**src/logic/cis_regs.vh**
```
`ifndef CIS_REGS_VH
`define CIS_REGS_VH

// register indexes
`define CIS_IDX_INTCTL 8'h03
`define CIS_IDX_CHG 8'h04
`define CIS_IDX_STCFG 8'h05
`define CIS_IDX_CDGEN 8'h16
`define CIS_IDX_GLOBAL 8'h1e
`define CIS_IDX_EVT 8'h40
`define CIS_IDX_MASK 8'h41

// interrupt and general control fields
`define CIS_INTCTL_SEL_HI 3
`define CIS_INTCTL_SEL_LO 0
`define CIS_INTCTL_HOSTEN 4
`define CIS_INTCTL_IOCARD 5
`define CIS_INTCTL_RIEN 7

// status interrupt configuration fields
`define CIS_STCFG_SEL_HI 7
`define CIS_STCFG_SEL_LO 4
`define CIS_STCFG_CDEN 3

// card detect and general control fields
`define CIS_CDGEN_GPIEN 2
`define CIS_CDGEN_GPIPOL 3
`define CIS_CDGEN_RESUME 4

// global control fields
`define CIS_GLB_LEVEL 1
`define CIS_GLB_WB 2
`define CIS_GLB_IRQ14 3

// change register bits
`define CIS_CHG_BVD1 0
`define CIS_CHG_BVD2 1
`define CIS_CHG_READY 2
`define CIS_CHG_CD 3
`define CIS_CHG_GPI 4
`define CIS_CHG_W 5

// own event bits
`define CIS_EVT_STAT 0
`define CIS_EVT_IREQ 1
`define CIS_EVT_CD 2
`define CIS_EVT_W 3

// irq lines 3,4,5,7,9,10,11,12,14,15, lowest line in the low nibble
`define CIS_NLINES 10
`define CIS_IRQ_CODES 40'hfecba97543
`define CIS_IRQ14_POS 8
`define CIS_SEL_NONE 4'h0

// host interrupt pulse length in clocks
`define CIS_HOST_PULSE 2'h3
`define CIS_CNT_ONE 2'h1
`define CIS_CNT_ZERO 2'h0

`define CIS_RST_BYTE 8'h00

`endif

```
**src/logic/cis_steer.v**
```verilog
// The address-and-strobe port and the placing of the registers were decided locally.
`timescale 1ns/1ns
`default_nettype none
`include "cis_regs.vh"

// Function
// - card request goes to line chosen in 03h
// - four-bit code maps to the ten lines
// - status changes go to line from 05h
// - host enable bit sends status to host pin
// - unassigned lines stay undriven
// - resume and detect enable drive wake pin
// - level mode drives low while raised
// - edge mode rests low, high while raised
// - global bit one picks level or edge
// - global bit three forces level on line fourteen
// - host pin pulses low three clocks
// - io card sources include gated status pin
// - memory card sources detect battery ready gpi
// - change bits clear on read or write-one
// - card type bit selects io or memory
module cis_steer #(
   parameter NLINES = `CIS_NLINES
) (
   input wire clk,
   input wire rst_n,
   input wire [7:0] addr,
   input wire [7:0] wdata,
   input wire wr_en,
   input wire rd_en,
   output reg [7:0] rdata,
   input wire card_ireq_n,
   input wire cd1_n,
   input wire cd2_n,
   input wire bvd1,
   input wire bvd2,
   input wire ready,
   input wire gp_input,
   output wire [NLINES-1:0] irq_o,
   output wire [NLINES-1:0] irq_oe,
   output reg host_int_n,
   output reg wake_out_n,
   output wire int_o
);

   localparam [4*NLINES-1:0] CODES = `CIS_IRQ_CODES;

   reg [7:0] intctl_q;
   reg [7:0] stcfg_q;
   reg [7:0] cdgen_q;
   reg [7:0] global_q;
   reg [`CIS_CHG_W-1:0] chg_q;
   reg [`CIS_CHG_W-1:0] chg_d;
   reg [`CIS_EVT_W-1:0] evt_q;
   reg [`CIS_EVT_W-1:0] evt_d;
   reg [`CIS_EVT_W-1:0] mask_q;
   reg [7:0] rdata_d;
   reg cd1_prev_q;
   reg cd2_prev_q;
   reg bvd1_prev_q;
   reg bvd2_prev_q;
   reg ready_prev_q;
   reg gpi_prev_q;
   reg ireq_prev_q;
   reg stat_prev_q;
   reg [1:0] pulse_q;
   reg [1:0] pulse_d;

   wire io_card;
   wire [3:0] ireq_sel;
   wire [3:0] stat_sel;
   wire host_en;
   wire ireq_act;
   wire cd_change;
   wire bvd1_change;
   wire bvd2_change;
   wire ready_change;
   wire stsch_fall;
   wire gpi_edge;
   wire [`CIS_CHG_W-1:0] chg_set;
   wire [`CIS_CHG_W-1:0] chg_en;
   wire stat_pend;
   wire stat_rise;
   wire ireq_fall;
   wire [`CIS_EVT_W-1:0] evt_set;
   wire wr_chg;
   wire rd_chg;
   wire pulse_load;

   // decoded control
   assign io_card = intctl_q[`CIS_INTCTL_IOCARD];
   assign ireq_sel = intctl_q[`CIS_INTCTL_SEL_HI:`CIS_INTCTL_SEL_LO];
   assign stat_sel = stcfg_q[`CIS_STCFG_SEL_HI:`CIS_STCFG_SEL_LO];
   assign host_en = intctl_q[`CIS_INTCTL_HOSTEN];

   // card request is active low on io cards only
   assign ireq_act = io_card & ~card_ireq_n;

   // pin change detection
   assign cd_change = (cd1_n ^ cd1_prev_q) | (cd2_n ^ cd2_prev_q);
   assign bvd1_change = bvd1 ^ bvd1_prev_q;
   assign bvd2_change = bvd2 ^ bvd2_prev_q;
   assign ready_change = ready ^ ready_prev_q;
   assign stsch_fall = bvd1_prev_q & ~bvd1;
   assign gpi_edge = cdgen_q[`CIS_CDGEN_GPIPOL] ?
                     (gpi_prev_q & ~gp_input) : (~gpi_prev_q & gp_input);

   // change sources by card type
   assign chg_set[`CIS_CHG_BVD1] = io_card ?
      (intctl_q[`CIS_INTCTL_RIEN] & stsch_fall) : bvd1_change;
   assign chg_set[`CIS_CHG_BVD2] = ~io_card & bvd2_change;
   assign chg_set[`CIS_CHG_READY] = ~io_card & ready_change;
   assign chg_set[`CIS_CHG_CD] = cd_change;
   assign chg_set[`CIS_CHG_GPI] = cdgen_q[`CIS_CDGEN_GPIEN] & gpi_edge;

   // enables that turn a change into a pending status interrupt
   assign chg_en[`CIS_CHG_BVD1] = stcfg_q[`CIS_CHG_BVD1];
   assign chg_en[`CIS_CHG_BVD2] = stcfg_q[`CIS_CHG_BVD2] & ~io_card;
   assign chg_en[`CIS_CHG_READY] = stcfg_q[`CIS_CHG_READY] & ~io_card;
   assign chg_en[`CIS_CHG_CD] = stcfg_q[`CIS_STCFG_CDEN];
   assign chg_en[`CIS_CHG_GPI] = 1'b1;

   assign stat_pend = |(chg_q & chg_en);
   assign stat_rise = stat_pend & ~stat_prev_q;
   assign ireq_fall = ireq_prev_q & ireq_act;

   assign wr_chg = wr_en & (addr == `CIS_IDX_CHG);
   assign rd_chg = rd_en & (addr == `CIS_IDX_CHG);

   // change register, set wins over clear
   always @* begin
      chg_d = chg_q;
      if (global_q[`CIS_GLB_WB]) begin
         if (wr_chg) begin
            chg_d = chg_q & ~wdata[`CIS_CHG_W-1:0];
         end
      end else if (rd_chg) begin
         chg_d = {`CIS_CHG_W{1'b0}};
      end
      chg_d = chg_d | chg_set;
   end

   // own event register
   assign evt_set[`CIS_EVT_STAT] = stat_rise;
   assign evt_set[`CIS_EVT_IREQ] = ireq_fall;
   assign evt_set[`CIS_EVT_CD] = cd_change;

   always @* begin
      evt_d = evt_q;
      if (wr_en && (addr == `CIS_IDX_EVT)) begin
         evt_d = evt_q & ~wdata[`CIS_EVT_W-1:0];
      end
      evt_d = evt_d | evt_set;
   end

   assign int_o = |(evt_q & mask_q);

   // read mux
   always @* begin
      rdata_d = `CIS_RST_BYTE;
      if (rd_en) begin
         case (addr)
            `CIS_IDX_INTCTL: rdata_d = intctl_q;
            `CIS_IDX_CHG: rdata_d = {{(8-`CIS_CHG_W){1'b0}}, chg_q};
            `CIS_IDX_STCFG: rdata_d = stcfg_q;
            `CIS_IDX_CDGEN: rdata_d = cdgen_q;
            `CIS_IDX_GLOBAL: rdata_d = global_q;
            `CIS_IDX_EVT: rdata_d = {{(8-`CIS_EVT_W){1'b0}}, evt_q};
            `CIS_IDX_MASK: rdata_d = {{(8-`CIS_EVT_W){1'b0}}, mask_q};
            default: rdata_d = `CIS_RST_BYTE;
         endcase
      end
   end

   // register writes and state
   always @(posedge clk) begin
      if (!rst_n) begin
         intctl_q <= `CIS_RST_BYTE;
         stcfg_q <= `CIS_RST_BYTE;
         cdgen_q <= `CIS_RST_BYTE;
         global_q <= `CIS_RST_BYTE;
         chg_q <= {`CIS_CHG_W{1'b0}};
         evt_q <= {`CIS_EVT_W{1'b0}};
         mask_q <= {`CIS_EVT_W{1'b0}};
         rdata <= `CIS_RST_BYTE;
      end else begin
         chg_q <= chg_d;
         evt_q <= evt_d;
         rdata <= rdata_d;
         if (wr_en) begin
            case (addr)
               `CIS_IDX_INTCTL: intctl_q <= wdata;
               `CIS_IDX_STCFG: stcfg_q <= wdata;
               `CIS_IDX_CDGEN: cdgen_q <= wdata;
               `CIS_IDX_GLOBAL: global_q <= wdata;
               `CIS_IDX_MASK: mask_q <= wdata[`CIS_EVT_W-1:0];
               default: mask_q <= mask_q;
            endcase
         end
      end
   end

   // previous samples; pin samples load from the pins during reset, request and status history load inactive
   always @(posedge clk) begin
      if (!rst_n) begin
         cd1_prev_q <= cd1_n;
         cd2_prev_q <= cd2_n;
         bvd1_prev_q <= bvd1;
         bvd2_prev_q <= bvd2;
         ready_prev_q <= ready;
         gpi_prev_q <= gp_input;
         ireq_prev_q <= 1'b1;
         stat_prev_q <= 1'b0;
      end else begin
         cd1_prev_q <= cd1_n;
         cd2_prev_q <= cd2_n;
         bvd1_prev_q <= bvd1;
         bvd2_prev_q <= bvd2;
         ready_prev_q <= ready;
         gpi_prev_q <= gp_input;
         ireq_prev_q <= ~ireq_act;
         stat_prev_q <= stat_pend;
      end
   end

   // host pin pulse
   assign pulse_load = host_en & stat_rise;

   always @* begin
      pulse_d = pulse_q;
      if (pulse_load) begin
         pulse_d = `CIS_HOST_PULSE;
      end else if (pulse_q != `CIS_CNT_ZERO) begin
         pulse_d = pulse_q - `CIS_CNT_ONE;
      end
   end

   always @(posedge clk) begin
      if (!rst_n) begin
         pulse_q <= `CIS_CNT_ZERO;
         host_int_n <= 1'b1;
         wake_out_n <= 1'b1;
      end else begin
         pulse_q <= pulse_d;
         host_int_n <= ~(pulse_load | (pulse_q > `CIS_CNT_ONE));
         wake_out_n <= ~(cdgen_q[`CIS_CDGEN_RESUME] & stcfg_q[`CIS_STCFG_CDEN]
                         & chg_q[`CIS_CHG_CD]);
      end
   end

   // per line steering
   genvar i;
   generate
      for (i = 0; i < NLINES; i = i + 1) begin : g_line
         wire ireq_hit;
         wire stat_hit;
         wire level_mode;
         assign ireq_hit = io_card & (ireq_sel != `CIS_SEL_NONE)
                           & (ireq_sel == CODES[4*i+3:4*i]);
         assign stat_hit = ~host_en & (stat_sel != `CIS_SEL_NONE)
                           & (stat_sel == CODES[4*i+3:4*i]);
         assign level_mode = global_q[`CIS_GLB_LEVEL]
                             | ((i == `CIS_IRQ14_POS) & global_q[`CIS_GLB_IRQ14]);
         cis_line u_line (
            .clk(clk),
            .rst_n(rst_n),
            .ireq_hit(ireq_hit),
            .stat_hit(stat_hit),
            .ireq_act(ireq_act),
            .stat_act(stat_pend),
            .level_mode(level_mode),
            .irq_o(irq_o[i]),
            .irq_oe(irq_oe[i])
         );
      end
   endgenerate

endmodule // cis_steer

`default_nettype wire

```
**src/logic/cis_line.v**
```verilog
`timescale 1ns/1ns
`default_nettype none

module cis_line (
   input wire clk,
   input wire rst_n,
   input wire ireq_hit,
   input wire stat_hit,
   input wire ireq_act,
   input wire stat_act,
   input wire level_mode,
   output reg irq_o,
   output reg irq_oe
);

   wire assigned;
   wire active;

   // either source raises a shared line
   assign assigned = ireq_hit | stat_hit;
   assign active = (ireq_hit & ireq_act) | (stat_hit & stat_act);

   always @(posedge clk) begin
      if (!rst_n) begin
         irq_o <= 1'b0;
         irq_oe <= 1'b0;
      end else if (!assigned) begin
         irq_o <= 1'b0;
         irq_oe <= 1'b0;
      end else if (level_mode) begin
         irq_o <= 1'b0;
         irq_oe <= active;
      end else begin
         irq_o <= active;
         irq_oe <= 1'b1;
      end
   end

endmodule // cis_line

`default_nettype wire

```
**config.mk**
```make
export PLATFORM = sky130hd
export DESIGN_NAME = cis_steer
export DESIGN_NICKNAME = d
export VERILOG_FILES = /design/src/logic/cis_steer.v /design/src/logic/cis_line.v
export VERILOG_INCLUDE_DIRS = /design/src /design/src/logic
export SDC_FILE = /design/constraint.sdc
export NUM_CORES = 1
export LEC_CHECK = 0
export BUFFER_PORTS_ARGS = -buffer_cell sky130_fd_sc_hd__buf_2
export CORE_MARGIN = 2
export CORE_UTILIZATION = 57
export CTS_CLUSTER_SIZE = 40
export DETAILED_ROUTE_END_ITERATION = 16
export HOLD_SLACK_MARGIN = 0.15
export PLACE_DENSITY = 0.89
export SETUP_SLACK_MARGIN = 0.5
export SKIP_LAST_GASP = 1
export SLEW_MARGIN = 30
export SYNTH_ARGS = -nofsm -noshare
export SYNTH_HDL_FRONTEND = slang
export SYNTH_HIERARCHICAL = 1
export SYNTH_SLANG_ARGS = --single-unit
```
**constraint.sdc**
```tcl
create_clock -name clk -period 2.7 [get_ports clk]
set_input_delay 0.135 -clock clk [delete_from_list [all_inputs] [get_ports clk]]
set_output_delay 0.135 -clock clk [all_outputs]
set_load 0.01 [all_outputs]
```
==> results summary <==
The run finished with clean final reports. The synthesized-area fraction occupied by and/or/nand/nor cells is 27.13%. The floorplan step set the die width to 87.17 um. Yosys mapped the design onto 46 distinct sky130hd cell types. Across every metal layer, demand over resource in global routing totals 26.90%. The post-layout instance count excluding filler cells is 578. The post-cts gate resize count is 0. The share of async-settable or async-resettable flops after synthesis came out at 0%.

The startpoint identified for the worst register-to-register timing path is intctl_q[0]. For met2 alone, demand over resource in global routing was 43.23%. The number of antenna violations at the first check in global routing is 0. The detailed placer's ending HPWL came out at 6.862 mm.

The number of clock buffers added by TritonCTS is 9. The final number of max-transition violations is 0. The critical path goes through buf_2 -> nand4bb_1 -> buf_4 -> nor4_4 -> mux2i_1 -> nor2_1. The die span in y is 87.17 um.

The total number of vias is 3419. The placeable core region came out at 0.006756 mm^2. The wire length per cell after detailed routing is 16.83 um.

The sequential cell area came out at 0.001662 mm^2. The leakage power summed over all cells came out at 1.694 nW. The critical path class is input port to register. The xor-xnor portion of the synthesized cell area is 1.111%. The average instance in the mapped netlist occupies 9.298 um^2.

The highest net fanout along the worst path is 15. The top cell types in the final layout, fill and taps aside, are dfxtp_1 (83), nor2_1 (57), buf_2 (57). The slack of the worst reg-to-reg path is 1100 ps. Entering global routing, the biggest net connects 41 pins. The clock passes through at most 2 buffers. The first global-routing pass estimated 15.57 mm of wire.

The number of global-route vias before repair came out at 3171. The routing usage on met1 is 35.04%. The initial core utilization is 58.35%. Setup violations remaining at the end of the flow were counted as 0. The library cell used most frequently in the layout, excluding fill and tap cells, is dfxtp_1. The shortest clock period the worst path allows after layout is 1735 ps. STA classifies the critical path startpoint as an input port. The arrival time reported for the critical path endpoint came out at 1970 ps. The number of maximum-capacitance violations came out at 0. The share of the synthesized area in compound gates (AO/OA/AOI/OAI) came out at 13.49%.

The multi-input combinational cell area is 0.002177 mm^2. The instance count after placement with tap cells included came out at 551. The busiest layer in global routing is met2.

Counting the fill cells in the layout gives 525. Of the synthesized area, sequential elements account for 42.15%. The first-pass detailed-route iteration total came out at 5. For the pin with the worst max-slew slack, the measured transition is 835.2 ps. The number of ports placed on the die boundary came out at 58. The number of setup buffers added after CTS is 0.

Clock latency on the worst-skew pair, taken at its later pin, is 370 ps. The number of synthesized register bits is 83. In this run, the number of DRC markers left after iteration 0 of detailed routing was 223. Setup repair after global routing left no endpoint under its margin. The path depth of the worst reg2reg path is 4. After synthesis, the largest family of logic cells by area is simple AND/OR/NAND/NOR gates.

The buffer and inverter count on the worst path came out at 2. The maximum vdd ir drop is 0.3796 mV. The hold violation total from the final report is 0. The aggregate routed wire length is 9.726 mm. The cell count after synthesis is 424.

The number of warnings reported in the yosys synthesis log is 6. The synthesis-to-finish area growth came out at 16.34%. The congestion estimate from routability-driven global placement came to 0.9186. The critical path starts at addr[0]. Grouping stages by cell kind, the critical path spends the most delay in simple AND/OR/NAND/NOR gates. The number of rows created at floorplan came out at 30. The largest individual stage delay along the critical path comes from the cell nor4_4. The die area is 0.007598 mm^2. Once detail routing completed, the nets flagged for antenna violations numbered 0. For this run, the leading register cell type out of synthesis is dfxtp_1.

The required arrival time at the worst endpoint came out at 2930 ps. Clock-pin slew was measured on the worst setup and hold paths at 90 ps. The number of clock sinks came out at 83.

The number of vias per cell is 5.915. The min-delay analysis places its worst path in the category input port to register. The sum of overflow across all layers after global routing is 0. The layout cell share with drive strength beyond 1 is 22.89%.

Summing the areas of all fa, ha and maj instances in the mapped netlist gives 0.9521% of the synthesized area. The capture point of the worst path is cdgen_q[2]. TritonCTS built the clock tree. The total nets after synthesis is 454. The cell area after synthesis is 0.003943 mm^2. The power density over the cells is 504.9 mW/mm^2. For the final database, setup skew stands at 11.04 ps. The repair_antennas step left the layout with diodes totalling 0. The share of the clock period used by the worst path came out at 64.26%. The kind of end point of the critical path is a register. Clock tree synthesis selected as its root buffer the cell clkbuf_8. The number of design rule violations left after detail routing is 0.

The sum of negative setup slack is 0 ps. The number of synthesized flops with an enable pin came out at 0. The remaining max-slew budget at the tightest pin came out at 43.90%.

The multiplexer fraction of the synthesized cell area is 12.54%. The endpoint identified for the worst register-to-register timing path is g_line[0].u_line/irq_o. The number of H-tree branching levels is 3. The number of nets at the end of the flow is 523. For this run, the slowest stage of the critical path takes 630 ps.

Global routing used 5.687% of the available met3 tracks. Derived from the worst setup path, the maximum achievable clock frequency is 576.3 MHz. The number of port buffers came out at 57. The path length in cells of the critical path is 6.
==> synth_stat cells (4+ instances only) <==
| master | count | area [um^2] |
|---|---|---|
| nor2b_1 | 26 | 162.7 |
| nor3b_2 | 10 | 125.1 |
| dfxtp_1 | 83 | 1662 |
| a21oi_1 | 10 | 50.05 |
| o22ai_2 | 10 | 125.1 |
| a21boi_0 | 5 | 37.54 |
| inv_1 | 9 | 33.78 |
| a31oi_1 | 10 | 62.56 |
| o21ai_0 | 13 | 65.06 |
| nand2_1 | 35 | 131.4 |
| nor2_1 | 57 | 214.0 |
| nand3b_1 | 5 | 37.54 |
| nand2b_1 | 10 | 62.56 |
| nor3_1 | 21 | 105.1 |
| nor4_4 | 4 | 85.08 |
| mux2i_1 | 46 | 460.4 |
| a22oi_1 | 11 | 82.58 |
| clkbuf_1 | 11 | 41.29 |
==> worst register-to-register path, cell delays in order, from the launching register on <==
cell	delay, ps
dfxtp_1	470
nand2_1	170
nor4b_1	530
a22oi_1	200
nor3b_2	170
==> cell type report <==
cell class,instances,share of cell area (%)
well taps,80,2.182
repair buffers,74,9.602
multi-input cells,316,47.46
clock buffers,9,2.700
inverters,9,0.7365
clock inverters,7,1.091
flip-flops and latches,83,36.22
==> report_power, final <==
part           switching [mW]  internal [mW]  leakage, nW
Sequential             0.0166           1.25        0.673
Clock                   0.483          0.337       0.0820
Combinational           0.125          0.102        0.939
Total                   0.625           1.69         1.69
==> flip-flops by register name, indices dropped and copies added (netlist names) <==
| name | flops |
|---|---|
| bvd1_prev_q | 1 |
| bvd2_prev_q | 1 |
| cd1_prev_q | 1 |
| cd2_prev_q | 1 |
| cdgen_q | 8 |
| chg_q | 5 |
| evt_q | 3 |
| g_line.u_line/irq_o | 10 |
| g_line.u_line/irq_oe | 10 |
| global_q | 8 |
| gpi_prev_q | 1 |
| host_int_n | 1 |
| intctl_q | 8 |
| ireq_prev_q | 1 |
| mask_q | 3 |
| pulse_q | 2 |
| rdata | 8 |
| ready_prev_q | 1 |
| stat_prev_q | 1 |
| stcfg_q | 8 |
| wake_out_n | 1 |
==> repair_timing <==
| item | CTS | global route |
|---|---|---|
| hold endpoints to repair | 25 | 0 |
| hold buffers | 11 | 0 |
| setup endpoints to repair | 0 | 0 |
==> worst min-delay path by stage <==
stage | startpoint | endpoint | slack, ps | cells past startpoint
2_1_floorplan | bvd1 | bvd1_prev_q | 160 | 0
3_3_place_gp | bvd1 | bvd1_prev_q | 250 | 1
3_5_place_dp | bvd1 | bvd1_prev_q | 250 | 1
4_1_cts | wdata[4] | stcfg_q[4] | 150 | 3
5_1_grt | rst_n | g_line[4].u_line/irq_o | 150 | 2
6_report | wdata[4] | intctl_q[4] | 160 | 3
==> stage by stage <==
step | total power [mW] | hold slack [ps] | setup slack (ps) | util, % | cell area, um^2
global placement | 1.498 | 252.6 | 611.6 | 63.69 | 4303
finish | 2.316 | 161.0 | 964.9 | 67.89 | 4587
detailed placement | 1.511 | 253.7 | 598.2 | 63.69 | 4303
floorplan | 1.437 | 162.7 | 516.3 | - | 3943
CTS | 2.311 | 150.9 | 984.2 | 67.89 | 4587
global route | 2.393 | 154.1 | 830.2 | 67.89 | 4587
==> kinds of logic after synthesis <==
group | Yosys count
simple gates | 187
fa+ha+maj | 3
flops | 83
buf+inv | 25
compound gates | 72
xor+xnor | 5
mux | 49
==> routing by layer <==
metal | routed length [um] | up-vias
li1 | - | 1640
met3 | 573 | 28
met4 | 284 | 0
met1 | 4283 | 1590
met5 | 0 | -
met2 | 4584 | 161
(Power assumes the default switching activity.)
